`src/inc/drive_ctl_pkg.sv`:
```
// Constants shared by the drive start-up and fault control logic.
`default_nettype none
package drive_ctl_pkg;
    // Register byte offsets on the bus.
    localparam logic [7:0] CTRL_OFS   = 8'h00;
    localparam logic [7:0] STATUS_OFS = 8'h04;
    localparam logic [7:0] FAULT_OFS  = 8'h08;
    localparam logic [7:0] COUNT_OFS  = 8'h0c;
    localparam int         ADDR_W     = 8;
    // Control register fields and reset value.
    localparam int         CTRL_EN_BIT    = 0;
    localparam int         CTRL_NOSKIP_BIT = 1;
    localparam logic [1:0] CTRL_RESET     = 2'h1;
    // Fault cause bit positions.
    localparam int FLT_WR_NO_GATE = 0;
    localparam int FLT_NO_AC      = 1;
    localparam int FLT_NO_DC      = 2;
    localparam int FLT_ER_NO_CMD  = 3;
    localparam int FLT_NO_ERASE   = 4;
    localparam int FLT_MULTI_HEAD = 5;
    localparam int FLT_OPEN_COIL  = 6;
    localparam int FLT_W          = 7;
    // Index pulses the start-up wait counter must see.
    localparam logic [7:0] DELAY_REVS = 8'h10;
    localparam int         HEADS      = 4;
    // Start-up sequence states, one-hot.
    typedef enum logic [6:0] {
        ST_LOAD   = 7'h01,
        ST_RUN    = 7'h02,
        ST_CART   = 7'h04,
        ST_SPIN   = 7'h08,
        ST_SEEK   = 7'h10,
        ST_TRACKS = 7'h20,
        ST_READY  = 7'h40
    } seq_e;
endpackage
`default_nettype wire

```
`src/drive_ctl.sv`:
```
// Drive start-up sequencer, write/erase supervision and AHB-Lite registers.
`default_nettype none
module drive_ctl (
    input  wire logic        hclk,           // System clock, 200 MHz.
    input  wire logic        hresetn,        // Asynchronous reset, low.
    input  wire logic        hsel,           // AHB slave select.
    input  wire logic [31:0] haddr,          // AHB address.
    input  wire logic [1:0]  htrans,         // AHB transfer type.
    input  wire logic        hwrite,         // AHB write.
    input  wire logic [2:0]  hsize,          // AHB size.
    input  wire logic [31:0] hwdata,         // AHB write data.
    input  wire logic        hready,         // AHB bus ready.
    output logic      [31:0] hrdata,         // AHB read data.
    output logic             hreadyout,      // AHB slave ready.
    output logic             hresp,          // AHB response, OKAY.
    input  wire logic        run_switch,     // Operator switch, high Run.
    input  wire logic        cart_present,   // Cartridge installed.
    input  wire logic        brush_home,     // Brush home sensor.
    input  wire logic        speed_sense,    // Spindle at speed sensor.
    input  wire logic        emerg_withdraw, // Emergency head withdraw.
    input  wire logic        heads_over_data_area, // Heads over tracks.
    input  wire logic        bottom_disk_index,    // Lower disk index.
    input  wire logic        write_gate_n,   // Write enable, low.
    input  wire logic        erase_cmd,      // Erase request, high.
    input  wire logic        wr_cur_ac,      // AC write current seen.
    input  wire logic        wr_cur_dc,      // DC write current seen.
    input  wire logic        erase_cur,      // Erase current seen.
    input  wire logic [3:0]  head_sel,       // Head select lines.
    input  wire logic        coil_open,      // Open head coil seen.
    output logic             phase1_en,      // Spindle phase 1 enable.
    output logic             phase2_en,      // Spindle phase 2 enable.
    output logic             brush_enable,   // Brush motor enable.
    output logic             cartridge_release, // Cartridge unlock.
    output logic             initialize,     // Initialize line.
    output logic             head_withdraw,  // Heads held retracted.
    output logic             positioner_free, // Positioner released.
    output logic             seek_zero,      // Seek to cylinder zero.
    output logic             brushes_parked, // Brushes at home.
    output logic             ready,          // Drive ready to controller.
    output logic             ready_lamp,     // Ready indicator.
    output logic             write_fault_n,  // Write check line, low.
    output logic             check_lamp,     // Write check indicator.
    output logic             write_protect   // Write protect forced.
);
    localparam int NSYNC = 17;

    // Counts how many head select lines are active.
    function automatic logic [2:0] ones4(input logic [3:0] v);
        ones4 = {2'b00, v[0]} + {2'b00, v[1]} + {2'b00, v[2]}
              + {2'b00, v[3]};
    endfunction

    // Pin inputs pass two flip-flops; inverted pins reset to their idle.
    logic [NSYNC-1:0] meta_q;
    logic [NSYNC-1:0] sync_q;
    always_ff @(posedge hclk or negedge hresetn) begin
        if (!hresetn) begin
            meta_q <= '0;
            sync_q <= '0;
        end else begin
            meta_q <= {run_switch, cart_present, ~brush_home, speed_sense,
                       emerg_withdraw, heads_over_data_area,
                       bottom_disk_index, ~write_gate_n, erase_cmd,
                       wr_cur_ac, wr_cur_dc, erase_cur, coil_open,
                       head_sel};
            sync_q <= meta_q;
        end
    end

    logic       s_run, s_cart, s_away, s_speed, s_emerg, s_tracks;
    logic       s_index, s_wgate, s_ecmd, s_ac, s_dc, s_ecur, s_open;
    logic [3:0] s_heads;
    assign {s_run, s_cart, s_away, s_speed, s_emerg, s_tracks, s_index,
            s_wgate, s_ecmd, s_ac, s_dc, s_ecur, s_open} = sync_q[16:4];
    assign s_heads = sync_q[3:0];

    // Edge history of switch and index.
    logic run_d1_q, index_d1_q;
    always_ff @(posedge hclk or negedge hresetn) begin
        if (!hresetn) begin
            run_d1_q   <= 1'b0;
            index_d1_q <= 1'b0;
        end else begin
            run_d1_q   <= s_run;
            index_d1_q <= s_index;
        end
    end

    logic ctrl_en_q, ctrl_noskip_q, go_run, index_rise;
    assign go_run     = s_run & ~run_d1_q & ctrl_en_q;
    assign index_rise = s_index & ~index_d1_q;

    // Sequencer state and its latches.
    drive_ctl_pkg::seq_e state_q;
    drive_ctl_pkg::seq_e state_d;
    logic       mode_run_q, run_flop_q, skip_q, speed_ok_q, speed_lock_q;
    logic       spin_on_q, sweep_done_q, left_home_q, withdraw_q, parked_q;
    logic       fault_any;
    logic [7:0] wait_cnt_q;

    // Next state of the start-up sequence.
    always_comb begin
        state_d = state_q;
        case (state_q)
            drive_ctl_pkg::ST_LOAD:   if (mode_run_q) begin
                state_d = drive_ctl_pkg::ST_RUN;
            end
            drive_ctl_pkg::ST_RUN:    state_d = drive_ctl_pkg::ST_CART;
            drive_ctl_pkg::ST_CART:   if (s_cart) begin
                state_d = drive_ctl_pkg::ST_SPIN;
            end
            drive_ctl_pkg::ST_SPIN:
                if (parked_q && sweep_done_q && speed_ok_q) begin
                    state_d = drive_ctl_pkg::ST_SEEK;
                end
            drive_ctl_pkg::ST_SEEK:   state_d = drive_ctl_pkg::ST_TRACKS;
            drive_ctl_pkg::ST_TRACKS: if (s_tracks) begin
                state_d = drive_ctl_pkg::ST_READY;
            end
            drive_ctl_pkg::ST_READY:  state_d = drive_ctl_pkg::ST_READY;
            default:                  state_d = drive_ctl_pkg::ST_LOAD;
        endcase
        if (!s_run) begin
            state_d = drive_ctl_pkg::ST_LOAD;
        end
    end

    always_ff @(posedge hclk or negedge hresetn) begin
        if (!hresetn) begin
            state_q <= drive_ctl_pkg::ST_LOAD;
        end else begin
            state_q <= state_d;
        end
    end

    // Mode latch goes to Run on the switch edge while enabled, back on Load.
    always_ff @(posedge hclk or negedge hresetn) begin
        if (!hresetn) begin
            mode_run_q <= 1'b0;
        end else if (!s_run) begin
            mode_run_q <= 1'b0;
        end else if (go_run) begin
            mode_run_q <= 1'b1;
        end
    end

    // Run flop and delay bypass latch; emergency withdraw drops bypass.
    always_ff @(posedge hclk or negedge hresetn) begin
        if (!hresetn) begin
            run_flop_q <= 1'b0;
            skip_q     <= 1'b0;
        end else if (!s_run) begin
            run_flop_q <= 1'b0;
            skip_q     <= 1'b0;
        end else if (state_q == drive_ctl_pkg::ST_RUN) begin
            run_flop_q <= 1'b1;
            skip_q     <= ~ctrl_noskip_q;
        end else if (s_emerg) begin
            skip_q     <= 1'b0;
        end
    end

    // Start-up wait counter, stepped by the lower disk index.
    always_ff @(posedge hclk or negedge hresetn) begin
        if (!hresetn) begin
            wait_cnt_q <= '0;
        end else if (state_q == drive_ctl_pkg::ST_RUN) begin
            wait_cnt_q <= '0;
        end else if (index_rise && wait_cnt_q != drive_ctl_pkg::DELAY_REVS)
        begin
            wait_cnt_q <= wait_cnt_q + 8'h01;
        end
    end

    // Speed flag; held clear after an emergency withdraw until Load.
    always_ff @(posedge hclk or negedge hresetn) begin
        if (!hresetn) begin
            speed_ok_q   <= 1'b0;
            speed_lock_q <= 1'b0;
        end else begin
            if (s_emerg) begin
                speed_lock_q <= 1'b1;
            end else if (!s_run) begin
                speed_lock_q <= 1'b0;
            end
            speed_ok_q <= s_speed & run_flop_q & ~speed_lock_q & ~s_emerg
                & (skip_q | wait_cnt_q == drive_ctl_pkg::DELAY_REVS);
        end
    end

    // Spindle-on and sweep-done latches, brush park tracking.
    always_ff @(posedge hclk or negedge hresetn) begin
        if (!hresetn) begin
            spin_on_q    <= 1'b0;
            sweep_done_q <= 1'b1;
            left_home_q  <= 1'b0;
            parked_q     <= 1'b1;
        end else begin
            parked_q <= ~s_away;
            if (!s_run) begin
                spin_on_q <= 1'b0;
            end else if (state_q == drive_ctl_pkg::ST_CART && s_cart) begin
                spin_on_q    <= 1'b1;
                sweep_done_q <= 1'b0;
                left_home_q  <= 1'b0;
            end else if (!sweep_done_q) begin
                if (!parked_q) begin
                    left_home_q <= 1'b1;
                end else if (left_home_q) begin
                    sweep_done_q <= 1'b1;
                end
            end
        end
    end

    // Withdraw latch: released on heads load, set again on Load or alarm.
    always_ff @(posedge hclk or negedge hresetn) begin
        if (!hresetn) begin
            withdraw_q <= 1'b1;
        end else if (!s_run || s_emerg) begin
            withdraw_q <= 1'b1;
        end else if (state_q == drive_ctl_pkg::ST_SPIN &&
                     state_d == drive_ctl_pkg::ST_SEEK) begin
            withdraw_q <= 1'b0;
        end
    end

    // Fault causes seen this cycle.
    logic [drive_ctl_pkg::FLT_W-1:0] flt_now;
    always_comb begin
        flt_now = '0;
        flt_now[drive_ctl_pkg::FLT_WR_NO_GATE] = (s_ac | s_dc) & ~s_wgate;
        flt_now[drive_ctl_pkg::FLT_NO_AC]      = s_wgate & ~s_ac;
        flt_now[drive_ctl_pkg::FLT_NO_DC]      = s_wgate & ~s_dc;
        flt_now[drive_ctl_pkg::FLT_ER_NO_CMD]  = s_ecur & ~s_ecmd;
        flt_now[drive_ctl_pkg::FLT_NO_ERASE]   = s_ecmd & ~s_ecur;
        flt_now[drive_ctl_pkg::FLT_MULTI_HEAD] = ones4(s_heads) > 3'h1;
        flt_now[drive_ctl_pkg::FLT_OPEN_COIL]  = s_open;
    end

    // AHB-Lite address phase capture.
    logic       wr_pend_q, take;
    logic [7:0] wr_addr_q, a_ofs;
    assign take  = hsel & hready & htrans[1];
    assign a_ofs = haddr[7:0];

    logic fault_wr;
    assign fault_wr = wr_pend_q && wr_addr_q == drive_ctl_pkg::FAULT_OFS;

    // Sticky fault causes; a new fault wins over a write-one clear.
    logic [drive_ctl_pkg::FLT_W-1:0] faults_q;
    always_ff @(posedge hclk or negedge hresetn) begin
        if (!hresetn) begin
            faults_q <= '0;
        end else begin
            faults_q <= (faults_q & ~(fault_wr ?
                hwdata[drive_ctl_pkg::FLT_W-1:0] : '0)) | flt_now;
        end
    end
    assign fault_any = |faults_q;

    // Control register write.
    always_ff @(posedge hclk or negedge hresetn) begin
        if (!hresetn) begin
            {ctrl_noskip_q, ctrl_en_q} <= drive_ctl_pkg::CTRL_RESET;
        end else if (wr_pend_q && wr_addr_q == drive_ctl_pkg::CTRL_OFS) begin
            ctrl_en_q     <= hwdata[drive_ctl_pkg::CTRL_EN_BIT];
            ctrl_noskip_q <= hwdata[drive_ctl_pkg::CTRL_NOSKIP_BIT];
        end
    end

    // Read data is registered so it stands in the data phase.
    logic [31:0] rd_d;
    always_comb begin
        case (a_ofs)
            drive_ctl_pkg::CTRL_OFS:   rd_d = {30'h0, ctrl_noskip_q,
                                               ctrl_en_q};
            drive_ctl_pkg::STATUS_OFS: rd_d = {20'h0, fault_any, skip_q,
                                               speed_ok_q, parked_q,
                                               sweep_done_q, state_q};
            drive_ctl_pkg::FAULT_OFS:  rd_d = {25'h0, faults_q};
            drive_ctl_pkg::COUNT_OFS:  rd_d = {24'h0, wait_cnt_q};
            default:                   rd_d = 32'h0;
        endcase
    end

    // Bus pipeline: write address capture, read data and ready.
    always_ff @(posedge hclk or negedge hresetn) begin
        if (!hresetn) begin
            wr_pend_q <= 1'b0;
            wr_addr_q <= '0;
            hrdata    <= '0;
            hreadyout <= 1'b0;
            hresp     <= 1'b0;
        end else begin
            wr_pend_q <= take & hwrite;
            wr_addr_q <= a_ofs;
            hrdata    <= (take & ~hwrite) ? rd_d : 32'h0;
            hreadyout <= 1'b1;
            hresp     <= 1'b0;
        end
    end

    // Drive, ready and fault outputs, each from a flip-flop.
    always_ff @(posedge hclk or negedge hresetn) begin
        if (!hresetn) begin
            phase1_en         <= 1'b0;
            phase2_en         <= 1'b0;
            brush_enable      <= 1'b0;
            cartridge_release <= 1'b1;
            initialize        <= 1'b1;
            head_withdraw     <= 1'b1;
            positioner_free   <= 1'b1;
            seek_zero         <= 1'b0;
            brushes_parked    <= 1'b1;
            ready             <= 1'b0;
            ready_lamp        <= 1'b0;
            write_fault_n     <= 1'b1;
            check_lamp        <= 1'b0;
            write_protect     <= 1'b0;
        end else begin
            phase1_en         <= spin_on_q;
            phase2_en         <= spin_on_q;
            brush_enable      <= spin_on_q & ~sweep_done_q;
            cartridge_release <= ~spin_on_q;
            initialize        <= ~spin_on_q;
            head_withdraw     <= withdraw_q;
            positioner_free   <= withdraw_q;
            seek_zero         <= state_q == drive_ctl_pkg::ST_SEEK;
            brushes_parked    <= parked_q;
            ready      <= state_q == drive_ctl_pkg::ST_READY;
            ready_lamp <= state_q == drive_ctl_pkg::ST_READY
                          & ~fault_any;
            write_fault_n <= ~fault_any;
            check_lamp    <= fault_any;
            write_protect <= fault_any;
        end
    end
endmodule
`default_nettype wire

```
`config.mk`:
```
export PLATFORM = sky130hd
export DESIGN_NAME = drive_ctl
export DESIGN_NICKNAME = d
export VERILOG_FILES = /design/src/inc/drive_ctl_pkg.sv /design/src/drive_ctl.sv
export SDC_FILE = /design/constraint.sdc
export NUM_CORES = 1
export LEC_CHECK = 0
export ABC_CLOCK_PERIOD_IN_PS = 3700
export BUFFER_PORTS_ARGS = -buffer_cell sky130_fd_sc_hd__buf_4
export CAP_MARGIN = 20
export CORE_MARGIN = 4
export CORE_UTILIZATION = 45
export DETAILED_ROUTE_END_ITERATION = 6
export PLACE_DENSITY = 0.71
export SLEW_MARGIN = 20
export SYNTH_ARGS = -nofsm -noshare
export SYNTH_HDL_FRONTEND = slang
export SYNTH_SLANG_ARGS = --single-unit
```
`constraint.sdc`:
```
create_clock -name hclk -period 3.7 [get_ports hclk]
set_input_delay 0.185 -clock hclk [delete_from_list [all_inputs] [get_ports hclk]]
set_output_delay 0.185 -clock hclk [all_outputs]
set_load 0.02 [all_outputs]
```
==> results by group <==
Outcome
  – Outcome: finished, final reports clean

Synth
  – Number of synthesized flops with an enable pin: 0
  – Post-synthesis sequential area ratio: 65.8%
  – Top_reg_cell synth: dfrtp_1
  – Synth cell types: between 40 and 50
  – Syn Std Cell Area: a little under 0.004 mm²
  – Synth warn: 0
  – Post-Syn Instances: around 300
  – Syn_area_per_cell: about 13 µm²
  – Ys async rst share: 100%
  – Flops & latches, synth: 102

Setup path
  – Max FO, Critical Path: 11
  – CP Capture Type: flip-flop
  – Worst setup SP type: flip-flop
  – CP max-delay cell: or4_1
  – WS Path Type: reg -> reg
  – Critical Path Max Stage Delay: around 0.66 ns
  – Reg-to-reg endpoint: skip_q
  – Crit path arrival time: about 2.3 ns
  – Critical-path cell list: or4_1 -> nor3_4 -> nor3b_1 -> o21a_1
  – Required @ worst endpoint: 3.95 ns
  – Reg-to-reg setup timing slack: about 1.7 ns
  – Worst r2r src: state_q[4]
  – R2R cell count: 4

Floorplan
  – # IOs: about 140
  – Die area: 0.0102 mm²
  – FP Rows: 33
  – Die Height: 101 µm
  – Die Width: roughly 100 µm
  – Core area: approximately 0.0083 mm²
  – Initial core utilization: 46.7%

Run
  – Max_cap viols: 0

Detailed routing
  – Vias per std cell: a little under 5
  – Residual DRC count: 0
  – DRT iter0 DRCs: 58
  – Via count: around 2400
  – DRT antenna net count: 0
  – Avg WL per Cell: approximately 14 µm
  – DR pass1 iterations: 4
  – DRT Wirelength: 7110 µm

Timing
  – Unrepaired setup endpoints after global routing: false
  – Slew @ Worst Pin: around 0.74 ns
  – Slew Viols, Final: 0
  – Slew margin rel.: 50.9%
  – PnR worst setup slack: roughly 1.7 ns
  – Tmin final: 2.03 ns
  – Final hold vios: 0
  – Post-route setup TNS: 0 ns
  – Endpoints failing setup: 0
  – Setup Skew: roughly 0.012 ns
  – Fmax: 0.493 GHz
  – Final period util: a little over half

Place
  – HPWL after DPL: a little under 5000 µm
  – Dpl ws: about 1.7 ns
  – I/O Buffers: 64
  – Final Wtd Congestion: roughly 0.78

Cells and area
  – Layout cell share with drive strength beyond 1: between 20% and 30%
  – Layout area overhead: 23.4%
  – Layout Nets: just under 500
  – Most common cell after layout, fill and taps aside: dfrtp_1
  – Multi-input logic area: about 0.0011 mm²
  – Sequential standard cell area: between 0.002 and 0.003 mm²
  – Most frequent cells in the layout: dfrtp_1 (93), buf_4 (64), dlygate4sd3_1 (24)
  – Fillers: 684
  – Ant. Diodes: 0

Worst hold path
  – Worst Hold Depth: 1
  – HP Class: in -> reg
  – HP Start: haddr[2]
  – Worst Hold End: wr_addr_q[2]

CTS
  – Number of CTS-inserted buffers: 9
  – Root Buffer Master: clkbuf_8
  – Cts repair resizes: 0
  – CTS tree: done
  – Clk_lat worst skew: 0.36 ns
  – Clk buf depth: 2
  – Clock-pin slew on the worst setup and hold paths: 0.09 ns
  – CTS Sinks: ~100
  – Post-CTS Setup Bufs: 0
  – Hold buffers post-CTS: 23
  – Deepest level of the CTS H-tree: 3

Global routing
  – Vias in the first global route: between 2000 and 2500
  – Pin count of the biggest net entering global routing: 85
  – First-pass GRT wire length: 11500 µm
  – GR Overflow Total: 0
  – Initial antenna violation count: 0
  – GR Util All Layers: 14.6%

Power
  – PD cells: roughly 450 mW/mm²
  – Overall power: approximately 0.0021 W
  – Maximum vdd drop: between 0.00015 and 0.0002 V
  – Leak: between 2 and 2.5 nW
==> final cells by class <==
| type | instances | area share (%) |
|---|---|---|
| Clock buffer | 11 | 2.94 |
| Clock inverter | 5 | 1.22 |
| Inverter | 17 | 1.33 |
| Multi-Input combinational cell | 169 | 23.3 |
| Sequential cell | 102 | 53.3 |
| Tap cell | 105 | 2.73 |
| Timing Repair Buffer | 89 | 15.2 |
==> flip-flops by register name, indices dropped and copies added, names as in the netlist, 7 cells and up <==
signal      count
faults_q        7
hrdata         12
meta_q         17
state_q         7
sync_q         17
wait_cnt_q      8
wr_addr_q       8
==> routing by layer <==
metal  vias up  global-route usage, %  wire, µm
li1       1150                      -         -
met1      1194                   19.0      3080
met2        55                   23.4      3560
met3        10                   3.32       348
met4         0                   6.54       125
met5         -                      0         0
==> synth_stat cells (3+ instances only) <==
master / count / share of area, %
a21o_1: 3 / 0.58
a21oi_1: 6 / 0.77
a22o_1: 3 / 0.67
a22oi_1: 5 / 0.96
and2_1: 6 / 0.96
and3_1: 7 / 1.1
buf_4: 25 / 4.8
clkbuf_1: 6 / 0.58
dfrtp_1: 93 / 60
dfstp_2: 9 / 6.1
inv_1: 17 / 1.6
mux2_2: 7 / 2.0
mux2i_1: 3 / 0.77
nand2_1: 4 / 0.38
nand2b_1: 6 / 0.96
nand3_1: 8 / 1.0
nand4_1: 3 / 0.48
nor2_1: 22 / 2.1
nor2b_1: 6 / 0.96
nor3_1: 4 / 0.51
nor3b_1: 5 / 0.96
nor4_1: 5 / 0.80
o21a_1: 4 / 0.77
o21ai_0: 3 / 0.38
or3_1: 3 / 0.48
or4_1: 4 / 0.77
xnor2_1: 3 / 0.67
xor2_1: 5 / 1.1
==> worst max-delay path: cells and delay by family, from the launching register on <==
| kind | cells | cell delay [ns] |
|---|---|---|
| AO/OA/AOI/OAI | 1 | 0.19 |
| AND/OR/NAND/NOR | 3 | 1.23 |
| flip-flops | 1 | 0.51 |
==> cells by family after synthesis <==
kind of cell    count (synthesis)  synth area share [%]
xor+xnor                        8                  1.80
flops                         102                  65.8
fa+ha+maj                       3                  1.16
other cells                     2                 0.193
mux                            12                  3.95
buf+inv                        50                  7.45
compound gates                 33                  6.00
simple gates                   91                  13.7
==> where the power goes <==
part	internal, W	switching (W)
registers	0.00117	0.0000622
clock network	0.000331	0.000362
logic	0.000105	0.000110
total	0.00161	0.000533
==> metrics by stage <==
step | cell area (µm²) | cells | hold WS, ns | util (%)
5_1_grt | 4810 | 498 | 0.0204 | 57.7
2_1_floorplan | 3970 | 321 | -0.111 | -
6_report | 4810 | 498 | 0.0339 | 57.7
3_5_place_dp | 4370 | 458 | 0.296 | 52.4
3_3_place_gp | 4370 | 458 | 0.295 | 52.4
4_1_cts | 4800 | 497 | 0.0255 | 57.5
==> worst max path at each step <==
stage	start	to	slack [ns]	depth (start not counted)
after floorplan	state_q[5]	skip_q	2.00	6
after global placement	state_q[4]	skip_q	1.70	4
after detailed placement	state_q[4]	skip_q	1.68	4
after CTS	state_q[4]	skip_q	1.66	4
after global routing	state_q[4]	state_q[0]	1.52	4
final	state_q[4]	skip_q	1.67	4
Note: power is estimated with default switching activity, not from simulation.
